### config.mk
export PLATFORM = sky130hd
export DESIGN_NAME = pdd_regs
export DESIGN_NICKNAME = d
export VERILOG_FILES = /design/src/verilog/pdd_pkg.sv /design/src/verilog/pdd_regs.sv /design/src/verilog/pdd_sat_counter.sv
export VERILOG_INCLUDE_DIRS = /design/src /design/src/verilog
export SDC_FILE = /design/constraint.sdc
export NUM_CORES = 1
export LEC_CHECK = 0
export ABC_AREA = 1
export BUFFER_PORTS_ARGS = -buffer_cell sky130_fd_sc_hd__buf_2
export CORE_ASPECT_RATIO = 1.25
export CORE_UTILIZATION = 54
export CTS_CLUSTER_DIAMETER = 100
export DETAILED_ROUTE_END_ITERATION = 10
export GPL_TIMING_DRIVEN = 0
export HOLD_SLACK_MARGIN = 0.15
export PLACE_DENSITY = 0.8
export REMOVE_ABC_BUFFERS = 1
export SYNTH_ARGS = -nofsm -noshare
export SYNTH_HDL_FRONTEND = slang
export SYNTH_SLANG_ARGS = --single-unit
### constraint.sdc
create_clock -name clk -period 5.19 [get_ports clk]
set_input_delay 0.2595 -clock clk [delete_from_list [all_inputs] [get_ports clk]]
set_output_delay 0.2595 -clock clk [all_outputs]
set_load 0.02 [all_outputs]
### src/verilog/pdd_params.svh
// Offsets, field positions and reset values of the drive, delay and discharge registers
//
// Function
// - The fine swing code is four bits, resets to 1010, and sets gain from -16% at 0000 in 2% steps, 1000 unchanged.
// - The coarse swing code is three bits, resets to 011 (unchanged), and steps gain by 20% from -60% to +80%.
// - The transmit clock delay code is four bits, resets to 0111, and delays by (code+1) x 0.25 ns.
// - The receive clock delay code is a separate four bits with the same encoding and reset 0111.
// - A read-only six-bit counter in bits 13:8 counts discharge hits on the MAC-side interface pins.
// - A read-only six-bit counter in bits 5:0 counts discharge hits on the line pins.
// - Counting has no dead time, so one discharge pulse may count more than once.
// - Both counters survive the hardware reset and clear only on a power cycle.
// - Bits 15:8 of the delay control register read as zero and cannot be written.
`ifndef PDD_PARAMS_SVH
`define PDD_PARAMS_SVH

// ----------------------------------------------------------------
// Register indices (byte address is four times the index)
// ----------------------------------------------------------------
`define PDD_IDX_FINE     14'h0401
`define PDD_IDX_COARSE   14'h0402
`define PDD_IDX_DELAY    14'h0446
`define PDD_IDX_ESD      14'h0448
`define PDD_IDX_STAT     14'h0449
`define PDD_IDX_MASK     14'h044A

// ----------------------------------------------------------------
// Reset values
// ----------------------------------------------------------------
`define PDD_FINE_RST     16'h000A
`define PDD_COARSE_RST   16'h0383
`define PDD_DELAY_RST    8'h77
`define PDD_STAT_RST     4'h0

// ----------------------------------------------------------------
// Field positions and widths
// ----------------------------------------------------------------
`define PDD_TX_LSB       4
`define PDD_ESD_MAC_LSB  8
`define PDD_ESD_W        6
`define PDD_ST_MAC       0
`define PDD_ST_LINE      1
`define PDD_ST_MAC_SAT   2
`define PDD_ST_LINE_SAT  3
`define PDD_ST_W         4

// ----------------------------------------------------------------
// Encoding steps
// ----------------------------------------------------------------
`define PDD_DELAY_STEP_PS 12'h0FA
`define PDD_FINE_BASE     8'h10
`define PDD_COARSE_STEP   8'h14
`define PDD_COARSE_BASE   8'h3C

`endif

### src/verilog/pdd_pkg.sv
// Types shared by the drive, delay and discharge register bank
package pdd_pkg;

    // ----------------------------------------------------------------
    // Register select
    // ----------------------------------------------------------------
    typedef enum logic [2:0] {
        PDD_SEL_NONE   = 3'b000,
        PDD_SEL_FINE   = 3'b001,
        PDD_SEL_COARSE = 3'b010,
        PDD_SEL_DELAY  = 3'b011,
        PDD_SEL_ESD    = 3'b100,
        PDD_SEL_STAT   = 3'b101,
        PDD_SEL_MASK   = 3'b110
    } pdd_sel_type;

    // ----------------------------------------------------------------
    // Settings handed to the analog driver and the delay line
    // ----------------------------------------------------------------
    typedef struct packed {
        logic [3:0]        fine_code;
        logic signed [7:0] fine_pct;
        logic [2:0]        coarse_code;
        logic signed [7:0] coarse_pct;
        logic [3:0]        tx_code;
        logic [11:0]       tx_ps;
        logic [3:0]        rx_code;
        logic [11:0]       rx_ps;
    } pdd_drive_type;

endpackage : pdd_pkg

### src/verilog/pdd_regs.sv
// APB register bank for line-driver swing, clock-path delay and discharge counters
//
// Implementation choice: register access over APB.
`timescale 1ns/10ps
`include "pdd_params.svh"
module pdd_regs
    import pdd_pkg::*;
#(
    parameter int ADDR_W = 16
) (
    input  wire logic                clk,
    input  wire logic                resetn,
    input  wire logic                power_resetn,
    input  wire logic                psel,
    input  wire logic                penable,
    input  wire logic                pwrite,
    input  wire logic [ADDR_W-1:0]   paddr,
    input  wire logic [31:0]         pwdata,
    input  wire logic [3:0]          pstrb,
    output logic [31:0]              prdata,
    output logic                     pready,
    output logic                     pslverr,
    input  wire logic                mac_esd_hit,
    input  wire logic                line_esd_hit,
    output pdd_drive_type            drive,
    output logic                     irq
);

    // ----------------------------------------------------------------
    // Functions
    // ----------------------------------------------------------------
    function automatic pdd_sel_type sel_of(input logic [ADDR_W-1:0] a);
        logic [13:0] idx;
        idx = 14'(a[ADDR_W-1:2]);
        case (idx)
            `PDD_IDX_FINE:   sel_of = PDD_SEL_FINE;
            `PDD_IDX_COARSE: sel_of = PDD_SEL_COARSE;
            `PDD_IDX_DELAY:  sel_of = PDD_SEL_DELAY;
            `PDD_IDX_ESD:    sel_of = PDD_SEL_ESD;
            `PDD_IDX_STAT:   sel_of = PDD_SEL_STAT;
            `PDD_IDX_MASK:   sel_of = PDD_SEL_MASK;
            default:         sel_of = PDD_SEL_NONE;
        endcase
    endfunction : sel_of

    function automatic logic [15:0] merge16(input logic [15:0] old,
                                            input logic [31:0] wd,
                                            input logic [3:0]  st);
        merge16 = old;
        if (st[0]) begin
            merge16[7:0] = wd[7:0];
        end
        if (st[1]) begin
            merge16[15:8] = wd[15:8];
        end
    endfunction : merge16

    function automatic logic [11:0] delay_ps(input logic [3:0] code);
        delay_ps = 12'(({8'h00, code} + 12'h001) * `PDD_DELAY_STEP_PS);
    endfunction : delay_ps

    function automatic logic signed [7:0] fine_pct(input logic [3:0] code);
        fine_pct = signed'(8'({3'b000, code, 1'b0} - `PDD_FINE_BASE));
    endfunction : fine_pct

    function automatic logic signed [7:0] coarse_pct(input logic [2:0] code);
        coarse_pct = signed'(8'({5'h00, code} * `PDD_COARSE_STEP - `PDD_COARSE_BASE));
    endfunction : coarse_pct

    // ----------------------------------------------------------------
    // Bus decode
    // ----------------------------------------------------------------
    pdd_sel_type sel;
    logic        setup_ph;
    logic        access_ph;
    logic        wr_en;
    logic        err;

    assign sel       = sel_of(paddr);
    assign setup_ph  = psel && !penable;
    assign access_ph = psel && penable;
    assign err       = (sel == PDD_SEL_NONE);
    assign wr_en     = access_ph && pwrite && !err;
    // Zero wait states: read data were captured in the setup cycle
    assign pready    = 1'b1;
    assign pslverr   = access_ph && err;

    // ----------------------------------------------------------------
    // Discharge counters
    // ----------------------------------------------------------------
    logic [`PDD_ESD_W-1:0] mac_cnt;
    logic [`PDD_ESD_W-1:0] line_cnt;
    logic                  mac_max;
    logic                  line_max;

    pdd_sat_counter #(.W(`PDD_ESD_W)) u_mac_cnt (
        .clk          (clk),
        .power_resetn (power_resetn),
        .hit          (mac_esd_hit),
        .count        (mac_cnt),
        .at_max       (mac_max)
    );

    pdd_sat_counter #(.W(`PDD_ESD_W)) u_line_cnt (
        .clk          (clk),
        .power_resetn (power_resetn),
        .hit          (line_esd_hit),
        .count        (line_cnt),
        .at_max       (line_max)
    );

    // ----------------------------------------------------------------
    // Control registers
    // ----------------------------------------------------------------
    logic [15:0]           fine_r;
    logic [15:0]           fine_nxt;
    logic [15:0]           coarse_r;
    logic [15:0]           coarse_nxt;
    logic [7:0]            dly_r;
    logic [7:0]            dly_nxt;
    logic [`PDD_ST_W-1:0]  stat_r;
    logic [`PDD_ST_W-1:0]  stat_nxt;
    logic [`PDD_ST_W-1:0]  mask_r;
    logic [`PDD_ST_W-1:0]  mask_nxt;
    logic [`PDD_ST_W-1:0]  ev;
    pdd_drive_type         drive_r;
    pdd_drive_type         drive_nxt;

    // Decoded reset settings derive from the register reset words
    localparam logic [15:0] FINE_RST_V   = `PDD_FINE_RST;
    localparam logic [15:0] COARSE_RST_V = `PDD_COARSE_RST;
    localparam logic [7:0]  DELAY_RST_V  = `PDD_DELAY_RST;

    assign ev[`PDD_ST_MAC]      = mac_esd_hit;
    assign ev[`PDD_ST_LINE]     = line_esd_hit;
    assign ev[`PDD_ST_MAC_SAT]  = mac_esd_hit && mac_max;
    assign ev[`PDD_ST_LINE_SAT] = line_esd_hit && line_max;

    always_comb begin
        fine_nxt   = fine_r;
        coarse_nxt = coarse_r;
        dly_nxt    = dly_r;
        mask_nxt   = mask_r;
        stat_nxt   = stat_r;
        if (wr_en && sel == PDD_SEL_FINE) begin
            fine_nxt = merge16(fine_r, pwdata, pstrb);
        end
        if (wr_en && sel == PDD_SEL_COARSE) begin
            coarse_nxt = merge16(coarse_r, pwdata, pstrb);
        end
        if (wr_en && sel == PDD_SEL_DELAY && pstrb[0]) begin
            dly_nxt = pwdata[7:0];
        end
        if (wr_en && sel == PDD_SEL_MASK && pstrb[0]) begin
            mask_nxt = pwdata[`PDD_ST_W-1:0];
        end
        if (wr_en && sel == PDD_SEL_STAT && pstrb[0]) begin
            stat_nxt = stat_r & ~pwdata[`PDD_ST_W-1:0];
        end
        // A new event wins over a write-one clear in the same cycle
        stat_nxt = stat_nxt | ev;
    end

    always_comb begin
        drive_nxt.fine_code   = fine_nxt[3:0];
        drive_nxt.fine_pct    = fine_pct(fine_nxt[3:0]);
        drive_nxt.coarse_code = coarse_nxt[2:0];
        drive_nxt.coarse_pct  = coarse_pct(coarse_nxt[2:0]);
        drive_nxt.tx_code     = dly_nxt[7:`PDD_TX_LSB];
        drive_nxt.tx_ps       = delay_ps(dly_nxt[7:`PDD_TX_LSB]);
        drive_nxt.rx_code     = dly_nxt[3:0];
        drive_nxt.rx_ps       = delay_ps(dly_nxt[3:0]);
    end

    always_ff @(posedge clk) begin
        if (!resetn) begin
            fine_r                <= `PDD_FINE_RST;
            coarse_r              <= `PDD_COARSE_RST;
            dly_r                 <= `PDD_DELAY_RST;
            stat_r                <= `PDD_STAT_RST;
            mask_r                <= `PDD_STAT_RST;
            drive_r.fine_code     <= FINE_RST_V[3:0];
            drive_r.fine_pct      <= fine_pct(FINE_RST_V[3:0]);
            drive_r.coarse_code   <= COARSE_RST_V[2:0];
            drive_r.coarse_pct    <= coarse_pct(COARSE_RST_V[2:0]);
            drive_r.tx_code       <= DELAY_RST_V[7:`PDD_TX_LSB];
            drive_r.tx_ps         <= delay_ps(DELAY_RST_V[7:`PDD_TX_LSB]);
            drive_r.rx_code       <= DELAY_RST_V[3:0];
            drive_r.rx_ps         <= delay_ps(DELAY_RST_V[3:0]);
        end else begin
            fine_r   <= fine_nxt;
            coarse_r <= coarse_nxt;
            dly_r    <= dly_nxt;
            stat_r   <= stat_nxt;
            mask_r   <= mask_nxt;
            drive_r  <= drive_nxt;
        end
    end

    assign drive = drive_r;
    assign irq   = |(stat_r & mask_r);

    // ----------------------------------------------------------------
    // Read data
    // ----------------------------------------------------------------
    logic [31:0] rd_val;
    logic [31:0] prdata_r;
    logic [31:0] prdata_nxt;

    always_comb begin
        rd_val = 32'h0000_0000;
        unique case (sel)
            PDD_SEL_FINE:   rd_val[15:0] = fine_r;
            PDD_SEL_COARSE: rd_val[15:0] = coarse_r;
            PDD_SEL_DELAY:  rd_val[7:0]  = dly_r;
            PDD_SEL_ESD: begin
                rd_val[`PDD_ESD_MAC_LSB +: `PDD_ESD_W] = mac_cnt;
                rd_val[`PDD_ESD_W-1:0]                = line_cnt;
            end
            PDD_SEL_STAT:   rd_val[`PDD_ST_W-1:0] = stat_r;
            PDD_SEL_MASK:   rd_val[`PDD_ST_W-1:0] = mask_r;
            PDD_SEL_NONE:   rd_val = 32'h0000_0000;
        endcase
        prdata_nxt = prdata_r;
        if (setup_ph && !pwrite) begin
            prdata_nxt = rd_val;
        end
    end

    always_ff @(posedge clk) begin
        if (!resetn) begin
            prdata_r <= 32'h0000_0000;
        end else begin
            prdata_r <= prdata_nxt;
        end
    end

    assign prdata = prdata_r;

    // ----------------------------------------------------------------
    // Assertions
    // ----------------------------------------------------------------
    logic       dly_wr;
    logic [3:0] wr_tx;
    logic [3:0] wr_rx;
    logic       dly_rd;

    assign dly_wr = wr_en && sel == PDD_SEL_DELAY && pstrb[0];
    assign wr_tx  = pwdata[7:4];
    assign wr_rx  = pwdata[3:0];
    assign dly_rd = access_ph && !pwrite && sel == PDD_SEL_DELAY;
endmodule : pdd_regs

### src/verilog/pdd_sat_counter.sv
// Saturating event counter cleared only by the power-on reset
`timescale 1ns/10ps
`include "pdd_params.svh"
module pdd_sat_counter #(
    parameter int W = `PDD_ESD_W
) (
    input  wire logic         clk,
    input  wire logic         power_resetn,
    input  wire logic         hit,
    output logic [W-1:0]      count,
    output logic              at_max
);

    logic [W-1:0] count_r;
    logic [W-1:0] count_nxt;

    // ----------------------------------------------------------------
    // Next count
    // ----------------------------------------------------------------
    always_comb begin
        count_nxt = count_r;
        // every active cycle, held at top
        // No dead time: a hit held for several cycles counts each one
        if (hit && !(&count_r)) begin
            count_nxt = count_r + W'(1);
        end
    end

    // power reset only
    // The hardware reset is deliberately not wired here
    always_ff @(posedge clk) begin
        if (!power_resetn) begin
            count_r <= '0;
        end else begin
            count_r <= count_nxt;
        end
    end

    assign at_max = &count_r;
    assign count  = count_r;

endmodule : pdd_sat_counter
# Yosys cells after proc, flatten, opt, wreduce, memory -nomap -nowiden

Cells that the tools add are included.

Muxes and demuxes: 12
Bitwise gates (word level): 4
Multipliers: 3
$add $sub $neg: 6
Reduce and logical (&&, ||, !) cells: 31
Equal/unequal tests: 12

Operators with widths:

| cell                                               | number |
|---|---|
| == test 14 x 11 -> 1 bit (second input constant)   | 6 |
| one-hot mux 4 bit (7 select lines)                 | 1 |
| multiplier 5 x 7 -> 11 bit (second input constant) | 2 |
| logical AND 1 bit                                  | 18 |
| one-hot mux 3 bit (6 select lines)                 | 1 |
| one-hot mux 6 bit (3 select lines)                 | 1 |
| adder 6 x 1 -> 6 bit (second input constant)       | 2 |
| two-way mux 4 bit                                  | 3 |
| AND reduction 6 bit                                | 2 |
| adder 4 x 1 -> 5 bit (second input constant)       | 2 |
| == test 3 bit (second input constant)              | 3 |
| AND 4 bit                                          | 2 |
| two-way mux 8 bit                                  | 1 |
| one-hot mux 2 bit (4 select lines)                 | 1 |
| AND reduction 2 bit                                | 4 |
| subtractor 8 x 6 -> 8 bit (second input constant)  | 1 |
| == test 3 x 2 -> 1 bit (second input constant)     | 2 |
| multiplier 3 x 3 -> 6 bit (second input constant)  | 1 |
| two-way mux 3 bit                                  | 2 |
| one-hot mux 2 bit (3 select lines)                 | 1 |
| subtractor 5 x 5 -> 6 bit (second input constant)  | 1 |
| logical NOT 1 bit                                  | 5 |
| NOT 4 bit                                          | 1 |
| OR 4 bit                                           | 1 |
| other kinds (4)                                    | 4 |

Register bits: 124
Input port bits: 60
Word-level logic and storage cells: 88
Output and inout port bits: 90

# Logic depth before layout (Yosys ltp)

Gate-level depths: netlist of run 1.

Depth after elaboration: 10
Mapped depth: 29
Depth with buffers taken out: 28

# Cells and area by module

From an unflattened synthesis of run 1, not the netlist that was laid out.

Cells, all modules: 860
Area total of the unflattened synthesis: 6454.9 sq um

Modules (own cells, without submodules):

| module          | sequential area each (sq um) | instances | area an instance (sq um) | cells each |
|---|---|---|---|---|
| pdd_regs        | 1861.8                       | 1         | 5779.3                   | 762 |
| pdd_sat_counter | 120.1                        | 2         | 337.8                    | 49 |

# Worst setup path before layout of run 1

OpenSTA, ideal clock, no wires.

Kind: input port to flip-flop
Start: input port paddr[11]
End: register drive_r (netlist bit drive[11])
Data arrival time: 4.581 ns
Path buffers: 0
Library setup time: 0.113 ns
Stages on the path: 25
Data required time: 5.077 ns
Path slack: 0.497 ns
Cells stage by stage: nor2_2 > nand3_4 > nor2_8 > nand3_4 > o21ai_0 > inv_1 > ha_1 > or2_2 > nand2_1 > inv_1 > ha_1 > inv_1 > fa_1 > fa_1 > inv_1 > ha_1 > a21oi_1 > nand2_1 > a21oi_1 > o21ai_0 > a21oi_1 > xor2_1 > nand2_1 > nand2_1 > nor2_1

Word-level cells in the longest chain between the ends: 10
Elaborated cells on any way between the ends: 16
Those cells by class: add/sub: 1; mul: 1; eq/ne: 7; mux: 2; reduce/logical: 5

Ends and longest elaborated chain:

| item                                   | RTL line        | RTL |
|---|---|---|
| start: declaration                     | pdd_regs.sv:17  | `input wire logic [ADDR_W-1:0] paddr,` |
| == test 14 x 11 -> 1 bit               | pdd_regs.sv:35  | `case (idx)` |
| one-hot mux 3 bit (6 select lines) *   | pdd_regs.sv:35  |  |
| logical NOT 3 bit                      | pdd_regs.sv:82  | `assign err = (sel == PDD_SEL_NONE);` |
| logical NOT 1 bit                      | pdd_regs.sv:83  | `assign wr_en = access_ph && pwrite && !err;` |
| logical AND 1 bit                      | pdd_regs.sv:83  |  |
| logical AND 1 bit * (2 in series)      | -               |  |
| two-way mux 8 bit *                    | pdd_regs.sv:151 | `if (wr_en && sel == PDD_SEL_DELAY && pstrb[0]) begin` |
| net dly_nxt[0]                         | pdd_regs.sv:120 | `logic [7:0] dly_nxt;` |
| adder 4 x 1 -> 5 bit *                 | pdd_regs.sv:59  | `` delay_ps = 12'(({8'h00, code} + 12'h001) * `PDD_DELAY_STEP_PS); `` |
| multiplier 5 x 7 -> 11 bit (no line) * | -               |  |
| end signal: assignment                 | pdd_regs.sv:196 | `drive_r <= drive_nxt;` |
| end: declaration                       | pdd_regs.sv:126 | `pdd_drive_type drive_r;` |

Mark *: on every way through the listed nets, which the timed path passes. The rest lies on a longest branch.
A chain may end at the register's enable or synchronous reset.

# Worst setup path in the final report of run 1

Start: input port paddr[2]
End: register drive_r (netlist bit drive[11])

Same word-level chain as after synthesis.

==> results.tsv, run 1 <==
metric	value	unit
outcome	finished with violations	
violated checks	DRC	
Min Clock Period, post-route	4.86	ns
worst setup path endpoint	drive[11]	
Seq/Total Area, Yosys	33.6	%
endpoint of the most critical register-to-register path	drive[11]	
final weighted congestion in routability-driven placement	0.850	
vias per cell	5.16	
PD cells	228	nW/um^2
number of slew-limit violations in the final report	0	
drt drc	7	
cells after synthesis	821	
final standard cell area without fillers	7060	sq um
startpoint of the lowest-slack register-to-register path	dly_r[0]	
top flip-flop cell by instance count after synthesis	dfxtp_1	
deepest clock path buffer count	2	
syn_area_per_cell	7.62	sq um
vertical die dimension	122	um
fraction of met2 tracks used by global routing	47.1	%
starting density of the core	55.9	%
combined global-route utilization of all metal layers	24.8	%
final setup fails	0	
average routed wire per standard cell	13.5	um
post-synthesis async set-or-reset flop share	0	%
crit start category	input port	
overall power consumption	1.61	mW
Max Cap Violations	0	
post-route fraction of the period consumed by the critical path	93.6	%
I/O pin count	150	
count of final hold-check violations	0	
Arr. time, crit path	5.11	ns
worst hold path type	input port to register	
number of design-rule violations left by the first detailed-router iteration	286	
most used routing layer	met2	
Syn. warnings	0	
diodes inserted	0	
Sinks on Clock Net	105	
number of flops mapped to enable cells by yosys	0	
number of port buffers	107	
worst-case register-to-register setup slack	0.77	ns
start point of the critical path	paddr[2]	
die area	12000	sq um
placed cell count	1031	
summed negative setup slack over all endpoints	0	ns
met1 global-route usage	27.7	%
most common cell after layout, fill and taps aside	nand2_1	
pin count of the biggest net entering global routing	62	
clock tree from TritonCTS	built	
global route total overflow	0	
Hold Path Depth	3	
Worst Setup Path Type	input port to register	
Max Clock Freq	0.206	GHz
layout cell share with drive strength beyond 1	19.5	%
H-tree levels	3	
most frequent cells in the layout	nand2_1, inv_1, buf_2, dfxtp_1, a21oi_1	
placement row count	43	
met3 Use GR	4.10	%
reported leakage power	3.51	nW
die boundary width	98.3	um
first-pass detailed-route iteration total	10	
unique cell type count in the Yosys netlist	46	
Slew HR	23.0	%
measured slew at the worst slew-check pin	1.15	ns
wire length of the first global-routing pass	23400	um
IR Drop Worst-Case VDD	0.000150	V
final-stage net count	1033	
vias in the first global route	5172	
clk slew on worst S/H paths	0.07	ns
fill count	1044	
crit end category	register	
total wire length after detailed routing	14100	um
flops & latches, synth	105	
non-filler instance count after layout	1050	
mapped cell area	6250	sq um
number of buffers added by the clock tree synthesis step	9	
initial antenna violation count	0	
post-route clock skew	0.0107	ns
Crit path required time	5.44	ns
setup repair bufs after CTS	0	
Core Area	11200	sq um
post-detail-place hpwl	10800	um
Root Buffer Master	clkbuf_16	
DP Area	6710	sq um
Vias	5421	
Critical Path Fanout Max	14	
Final Util	63.1	%
remaining number of nets flagged by the antenna check after routing	0	
Area Overhead vs Synth	12.9	%
Clk Latency, worst-skew pair	0.36	ns
worst-case reg-to-reg path depth	23	
-- synthesized netlist by cell type, types with 2 or more instances --
| cell type | n | area, sq um |
|---|---|---|
| a211oi_1 | 4 | 30.0 |
| a21o_1 | 2 | 15.0 |
| a21oi_1 | 65 | 325 |
| a221oi_1 | 2 | 17.5 |
| a31oi_1 | 2 | 12.5 |
| and2_1 | 2 | 12.5 |
| buf_2 | 2 | 10.0 |
| buf_4 | 36 | 270 |
| clkbuf_1 | 14 | 52.6 |
| conb_1 | 2 | 7.51 |
| dfxtp_1 | 105 | 2100 |
| fa_1 | 18 | 360 |
| ha_1 | 45 | 563 |
| inv_1 | 129 | 484 |
| inv_2 | 10 | 37.5 |
| nand2_1 | 147 | 552 |
| nand2_2 | 9 | 56.3 |
| nand3_1 | 32 | 160 |
| nand3_2 | 3 | 30.0 |
| nand3_4 | 2 | 35.0 |
| nand4_1 | 8 | 50.1 |
| nor2_1 | 61 | 229 |
| nor2_2 | 6 | 37.5 |
| nor2_4 | 4 | 45.0 |
| nor3_1 | 5 | 25.0 |
| o2111ai_1 | 4 | 35.0 |
| o211ai_1 | 5 | 37.5 |
| o21ai_0 | 57 | 285 |
| o21ai_1 | 3 | 15.0 |
| o21ai_2 | 2 | 17.5 |
| o21ai_4 | 2 | 32.5 |
| o221ai_1 | 5 | 43.8 |
| o22ai_1 | 2 | 12.5 |
| or2_2 | 5 | 31.3 |
| xnor2_1 | 4 | 35.0 |
| xor2_1 | 6 | 52.6 |
| xor2_2 | 2 | 32.5 |
-- power breakdown --
| group | total (mW) | switching [mW] | leakage, nW | internal, mW |
|---|---|---|---|---|
| logic | 0.0883 | 0.0640 | 2.51 | 0.0244 |
| clock network | 0.712 | 0.318 | 0.151 | 0.393 |
| registers | 0.813 | 0.00304 | 0.848 | 0.810 |
| total | 1.61 | 0.385 | 3.51 | 1.23 |
-- flip-flops by register name, summed over array words and instances, names as in the netlist --
signal / flops
u_line_cnt.count: 6
u_mac_cnt.count: 6
mask_r: 4
fine_r: 16
stat_r: 4
dly_r: 8
prdata: 16
coarse_r: 16
drive: 29
-- how the worst min path moves through the flow --
stage | start | end | slack (ns)
finish | pwdata[10] | coarse_r[10] | 0.16
CTS | pwdata[13] | coarse_r[13] | 0.15
detailed placement | fine_r[5] | fine_r[5] | 0.44
floorplan | resetn | drive[7] | 0.33
global route | pwdata[10] | coarse_r[10] | 0.18
global placement | fine_r[5] | fine_r[5] | 0.44
-- area by class of cell --
type,instances,area [sq um],area share [%]
Clock buffer,10,239,3.38
Clock inverter,6,75.1,1.06
Inverter,140,526,7.44
Multi-Input combinational cell,543,3370,47.8
Sequential cell,105,2100,29.8
Tap cell,135,169,2.39
Timing Repair Buffer,111,577,8.17
-- per-stage QoR --
stage          hold WS (ns)  setup WS (ns)
4_1_cts               0.153         0.0639
2_1_floorplan         0.328          0.364
6_report              0.158          0.333
3_3_place_gp          0.435         -0.321
3_5_place_dp          0.441         -0.435
5_1_grt               0.179       -0.00257
-- critical path: stages --
cell and delay (ns):
buf_2 0.10, inv_2 0.05, nand2_1 0.06, nor2_1 0.14, nand2_2 0.13, nor2_8 0.15
nand3_4 0.24, o21ai_4 0.26, inv_2 0.14, ha_1 0.22, or2_2 0.29, nand2_1 0.15
inv_1 0.11, ha_1 0.30, inv_1 0.08, fa_1 0.44, fa_1 0.51, inv_1 0.04
ha_1 0.34, a21oi_1 0.17, nand2_1 0.12, a21oi_1 0.15, o21ai_0 0.10, a21oi_1 0.18
xor2_1 0.20, nand2_1 0.07, nand2_1 0.05, nor2_1 0.05
-- cell families after synthesis --
family,Yosys count,share of synthesized area [%]
adder cells (fa/ha/maj),63,14.8
flip-flops,105,33.6
AO/OA/AOI/OAI,158,14.5
buffers and inverters,193,13.9
other,2,0.120
AND/OR/NAND/NOR,288,21.1
XOR/XNOR,12,1.92
-- metal layers --
metal  up-vias  part of all wire [%]
li1       2736                     -
met1      2507                    41
met2       155                    51
met3        23                   5.5
met4         0                   2.2
met5         -                     0
-- what timing repair did --
item,in CTS,in global routing
gates resized for setup,1,3
endpoints found under the setup margin,1,1
hold buffers,3,0
hold endpoints to repair,3,0
(Power assumes the default switching activity.)
==> run 2: changes to the inputs <==
--- a/config.mk
+++ b/config.mk
@@ -8,13 +8,15 @@
 export LEC_CHECK = 0
 export ABC_AREA = 1
 export BUFFER_PORTS_ARGS = -buffer_cell sky130_fd_sc_hd__buf_2
+export CELL_PAD_IN_SITES_DETAIL_PLACEMENT = 1
+export CELL_PAD_IN_SITES_GLOBAL_PLACEMENT = 1
 export CORE_ASPECT_RATIO = 1.25
-export CORE_UTILIZATION = 54
+export CORE_UTILIZATION = 39
 export CTS_CLUSTER_DIAMETER = 100
 export DETAILED_ROUTE_END_ITERATION = 10
 export GPL_TIMING_DRIVEN = 0
 export HOLD_SLACK_MARGIN = 0.15
-export PLACE_DENSITY = 0.8
+export PLACE_DENSITY_LB_ADDON = 0.1
 export REMOVE_ABC_BUFFERS = 1
 export SYNTH_ARGS = -nofsm -noshare
 export SYNTH_HDL_FRONTEND = slang
==> run 2 against run 1 <==
The run now ends clean; power rose by 0.57%; setup slack improved by 0.12 ns; register-to-register slack barely moved; global-route usage fell by 2.3 points; sequential power about the same; first-iteration DRC count is 23% lower; highest routed layer unchanged.
==> results.tsv, run 2 (synthesis gave the netlist of run 1 again) <==
metric	value	unit	change
PD cells	222	nW/um^2	-2.8%
average routed wire per standard cell	15.4	um	+15%
initial antenna violation count	0		unchanged
placed cell count	1108		+7.5%
Clk Latency, worst-skew pair	0.36	ns	about the same
start point of the critical path	paddr[9]		
Sinks on Clock Net	105		unchanged
reported leakage power	3.59	nW	+2.3%
Core Area	15600	sq um	+40%
Arr. time, crit path	5.00	ns	-0.11 ns
most common cell after layout, fill and taps aside	nand2_1		
outcome	completed		
crit end category	register		
startpoint of the lowest-slack register-to-register path	dly_r[0]		
I/O pin count	150		unchanged
post-route fraction of the period consumed by the critical path	91.3	%	-2.3 points
total wire length after detailed routing	17600	um	+25%
number of design-rule violations left by the first detailed-router iteration	221		-23%
number of port buffers	107		unchanged
post-detail-place hpwl	13700	um	+27%
Crit path required time	5.45	ns	about the same
Max Clock Freq	0.211	GHz	+2.5%
measured slew at the worst slew-check pin	1.16	ns	+0.00640 ns
cell repeated most along the worst path	inv_1		
Min Clock Period, post-route	4.74	ns	-0.117 ns
slowest cell on the critical path	fa_1		
post-route clock skew	0.00689	ns	-0.00378 ns
count of final hold-check violations	0		unchanged
worst hold path type	input port to register		
layout cell share with drive strength beyond 1	20.6	%	+1.1 points
met1 global-route usage	24.2	%	-3.5 points
Slew HR	23.0	%	about the same
remaining number of nets flagged by the antenna check after routing	0		unchanged
pin count of the biggest net entering global routing	62		unchanged
fraction of met2 tracks used by global routing	43.5	%	-3.6 points
first-pass detailed-route iteration total	4		-6
vias per cell	4.87		-5.6%
met3 Use GR	2.74	%	-1.4 points
global route total overflow	0		unchanged
startpoint of the worst hold path	pwdata[14]		
diodes inserted	0		unchanged
Worst Setup Path Type	input port to register		
Max Cap Violations	0		unchanged
crit start category	input port		
wire length of the first global-routing pass	28300	um	+21%
Setup Slack @ Placement	-0.599	ns	-0.164 ns
Largest register FFs	29		unchanged
IR Drop Worst-Case VDD	0.000180	V	+20%
combined global-route utilization of all metal layers	22.5	%	-2.3 points
most used routing layer	met2		
final-stage net count	1050		+1.6%
Critical Path Max Stage Delay	0.52	ns	about the same
drt drc	0		-7
worst setup slack after layout	0.450	ns	+0.117 ns
Root Buffer Master	clkbuf_16		
most frequent cells in the layout	nand2_1, inv_1, buf_2, dfxtp_1, a21oi_1		
Area Overhead vs Synth	16.8	%	
clk slew on worst S/H paths	0.07	ns	about the same
non-filler instance count after layout	1144		+9.0%
die area	16500	sq um	+38%
vertical die dimension	144	um	+17%
Critical Path Fanout Max	6		-8
starting density of the core	40.0	%	-16 points
deepest clock path buffer count	2		unchanged
final weighted congestion in routability-driven placement	0.822		-3.2%
number of buffers added by the clock tree synthesis step	9		unchanged
vias in the first global route	5837		+13%
Vias	5574		+2.8%
number of slew-limit violations in the final report	0		unchanged
final setup fails	0		unchanged
placement row count	51		+19%
clock tree from TritonCTS	built		
die boundary width	115	um	+17%
H-tree levels	3		unchanged
setup repair after global routing missed its margin	no		
-- run 2: routing by layer --
layer | part of all wire (%) | vias to the layer above
met2 | 55 | 83
met3 | 2.5 | 25
met4 | 2.3 | 0
met5 | 0 | -
li1 | - | 2761
met1 | 40 | 2705
-- run 2: power breakdown --
part	internal (mW)	total, mW	switching (mW)
sequential	0.810	0.813	0.00307
combinational	0.0269	0.0957	0.0688
clock	0.391	0.713	0.322
total	1.23	1.62	0.394
-- run 2: path summary, 6_finish.rpt --
check	to	slack, ns	cells past startpoint
worst max register to register	drive[11]	0.77	23
worst min register to register	fine_r[4]	0.45	2
worst min-delay path	coarse_r[14]	0.17	3
worst max-delay path	drive[11]	0.45	29
-- run 2: area by class of cell --
cell class              instances  area (sq um)
repair buffers                128           718
fillers                      2003          8330
multi-input cells             543          3380
flip-flops and latches        105          2100
inverters                     140           529
well taps                     212           265
clock inverters                 5          63.8
clock buffers                  11           243
-- run 2: critical path: cells and delay by family --
kind	cells	cell delay, ns
adder cells (fa/ha/maj)	5	1.79
XOR/XNOR	1	0.20
AO/OA/AOI/OAI	5	0.76
buffers and inverters	7	0.67
AND/OR/NAND/NOR	11	1.28
-- run 2: through the flow --
step / area [sq um] / total power [mW] / TNS [ns] / utilization [%] / hold slack, ns
floorplan: 5980 / 0.877 / 0 / - / 0.328
global placement: 6790 / 0.917 / -0.592 / 43.4 / 0.435
detailed placement: 6800 / 0.922 / -1.07 / 43.5 / 0.443
CTS: 7180 / 1.64 / 0 / 45.9 / 0.163
global route: 7300 / 1.68 / 0 / 46.7 / 0.184
finish: 7300 / 1.62 / 0 / 46.7 / 0.165
-- run 2: timing repair --
item / CTS / global route
setup buffers: 0 / 12
hold endpoints to repair: 7 / 0
endpoints found under the setup margin: 1 / 1
pin swaps: 0 / 3
gates cloned: 0 / 0
gates resized for setup: 2 / 5
hold buffers: 7 / 0
==> run 3: changes to the inputs <==
--- a/config.mk
+++ b/config.mk
@@ -10,7 +10,7 @@
 export BUFFER_PORTS_ARGS = -buffer_cell sky130_fd_sc_hd__buf_2
 export CELL_PAD_IN_SITES_DETAIL_PLACEMENT = 1
 export CELL_PAD_IN_SITES_GLOBAL_PLACEMENT = 1
-export CORE_ASPECT_RATIO = 1.25
+export CORE_ASPECT_RATIO = 0.75
 export CORE_UTILIZATION = 39
 export CTS_CLUSTER_DIAMETER = 100
 export DETAILED_ROUTE_END_ITERATION = 10
==> run 3 against run 2 <==
Routed wire length rose by 1.6%; clock power fell by 5.5%; power fell by 2.5%; sequential share of layout area rose by 0.32 points; final area fell by 1.1%; sequential power barely moved; setup slack got worse by 0.12 ns; global-route usage rose by 0.19 points; fmax fell by 2.5%; via count rose by 0.50%; critical path depth fell by 3; die area barely moved; critical path type unchanged; critical endpoint unchanged.
==> results.tsv, run 3 (synthesis gave the netlist of run 1 again) <==
metric	value	unit	change
number of buffers added by the clock tree synthesis step	9		unchanged
cell repeated most along the worst path	inv_1		
Min Clock Period, post-route	4.86	ns	+0.124 ns
sequential share of power	51.4	%	+1.3 points
vias in the first global route	5773		-1.1%
clk slew on worst S/H paths	0.08	ns	about the same
total wire length after detailed routing	17900	um	+1.6%
Crit path required time	5.45	ns	about the same
die boundary width	148	um	+29%
pin count of the biggest net entering global routing	62		unchanged
worst hold path type	input port to register		
switching power summed over all nets	0.412	mW	+4.6%
non-filler instance count after layout	1131		-1.1%
placed cell count	1101		-0.63%
Sinks on Clock Net	105		unchanged
combined area of the multi-input logic cells	3390	sq um	+0.22%
starting density of the core	40.4	%	+0.43 points
measured slew at the worst slew-check pin	1.31	ns	+0.157 ns
final-stage net count	1044		-0.57%
number of design-rule violations left by the first detailed-router iteration	211		-4.5%
outcome	completed		
vertical die dimension	112	um	-22%
Max Clock Freq	0.206	GHz	-2.5%
Vias	5602		+0.50%
clock tree from TritonCTS	built		
worst-case register-to-register setup slack	0.69	ns	-0.08 ns
post-route fraction of the period consumed by the critical path	93.7	%	+2.4 points
placement row count	39		-24%
Max Cap Violations	0		unchanged
first-pass detailed-route iteration total	4		unchanged
remaining number of nets flagged by the antenna check after routing	0		unchanged
crit start category	input port		
combined global-route utilization of all metal layers	22.7	%	+0.19 points
Logic pwr share	6.0	%	about the same
Worst Setup Path Type	input port to register		
post-route clock skew	0.00982	ns	+0.00294 ns
capture endpoint of the worst hold path	coarse_r[12]		
Switching Share	26.1	%	+1.8 points
part of the total power dissipated in the clock network	42.6	%	-1.4 points
setup repair after global routing missed its margin	yes		
die area	16600	sq um	about the same
number of slew-limit violations in the final report	0		unchanged
Hold Path Depth	3		unchanged
average routed wire per standard cell	15.8	um	+2.8%
count of final hold-check violations	0		unchanged
Core Area	15500	sq um	-1.1%
Largest register FFs	29		unchanged
I/O pin count	150		unchanged
diodes inserted	0		unchanged
drt drc	0		unchanged
Setup Slack @ Placement	-0.491	ns	+0.108 ns
worst setup slack after layout	0.327	ns	-0.124 ns
initial antenna violation count	0		unchanged
worst hold slack	0.165	ns	-0.000734 ns
Critical Path Max Stage Delay	0.51	ns	about the same
internal power summed over all cells	1.17	mW	-4.8%
most frequent cells in the layout	nand2_1, inv_1, buf_2, dfxtp_1, a21oi_1		
Area Overhead vs Synth	15.5	%	
Seq. cell area	2100	sq um	unchanged
worst-case reg-to-reg path depth	23		unchanged
vias per cell	4.95		+1.7%
global route total overflow	0		unchanged
reported leakage power	3.54	nW	-1.3%
startpoint of the lowest-slack register-to-register path	dly_r[0]		
Clk Latency, worst-skew pair	0.36	ns	about the same
Root Buffer Master	clkbuf_16		
Arr. time, crit path	5.12	ns	+0.12 ns
final weighted congestion in routability-driven placement	0.796		-3.2%
post-detail-place hpwl	13500	um	-1.9%
final setup fails	0		unchanged
crit end category	register		
Critical Path Fanout Max	8		+2
IR Drop Worst-Case VDD	0.000140	V	-22%
number of port buffers	107		unchanged
Slew HR	12.1	%	-11 points
H-tree levels	3		unchanged
most common cell after layout, fill and taps aside	nand2_1		
slowest cell on the critical path	fa_1		
endpoint of the most critical register-to-register path	drive[11]		
Final Util	46.7	%	about the same
wire length of the first global-routing pass	29100	um	+2.7%
PD cells	219	nW/um^2	-1.4%
deepest clock path buffer count	2		unchanged
startpoint of the worst hold path	pwdata[12]		
start point of the critical path	penable		
fill count	1967		-1.8%
layout cell share with drive strength beyond 1	20.2	%	-0.41 points
## run 3: power by group through the flow
stage / logic [mW] / clock network, mW / registers (mW)
5_1_grt: 0.105 / 0.729 / 0.814
4_1_cts: 0.0939 / 0.694 / 0.813
6_report: 0.0945 / 0.674 / 0.813
3_3_place_gp: 0.0865 / 0 / 0.832
3_5_place_dp: 0.0908 / 0 / 0.832
2_1_floorplan: 0.0447 / 0 / 0.832
## run 3: how the worst max path moves through the flow
stage / depth (start not counted) / slack, ns / end
after floorplan: 25 / 0.36 / drive[11]
after global placement: 28 / -0.34 / drive[11]
final: 26 / 0.33 / drive[11]
after global routing: 27 / -0.06 / drive[11]
after detailed placement: 28 / -0.49 / drive[11]
after CTS: 28 / 0.008 / drive[11]
## run 3: metal layers
metal	wire length [um]	track usage (%)	vias to the layer above	part of all wire [%]
met5	0	0	-	0
met4	213	5.57	0	1.2
met3	794	4.55	22	4.4
met2	8530	39.0	118	48
met1	8380	28.9	2700	47
li1	-	-	2762	-
## run 3: what timing repair did
action                                  4_1_cts  5_1_grt
gates resized for setup                       1        6
buffers inserted                              0        9
endpoints found under the setup margin        1        3
endpoints found under the hold margin         5        0
pin swaps                                     0        2
hold buffers                                  5        0
## run 3: metrics by stage
stage	TNS (ns)	cell area [sq um]	power [mW]
global route	-0.0555	7220	1.65
detailed placement	-0.736	6790	0.923
finish	0	7220	1.58
CTS	0	7120	1.60
floorplan	0	5980	0.877
global placement	-0.396	6780	0.918
## run 3: critical path: cells and delay by family
kind / cells / cell delay [ns]
buf+inv: 7 / 0.91
xor+xnor: 1 / 0.23
simple gates: 8 / 1.12
fa+ha+maj: 5 / 1.77
compound gates: 5 / 0.83
## run 3: cell type report
| cell class | instances | area share, % |
|---|---|---|
| Clock buffer | 10 | 3.17 |
| Clock inverter | 6 | 0.727 |
| Inverter | 140 | 7.33 |
| Multi-Input combinational cell | 543 | 46.9 |
| Sequential cell | 105 | 29.1 |
| Tap cell | 205 | 3.55 |
| Timing Repair Buffer | 122 | 9.20 |
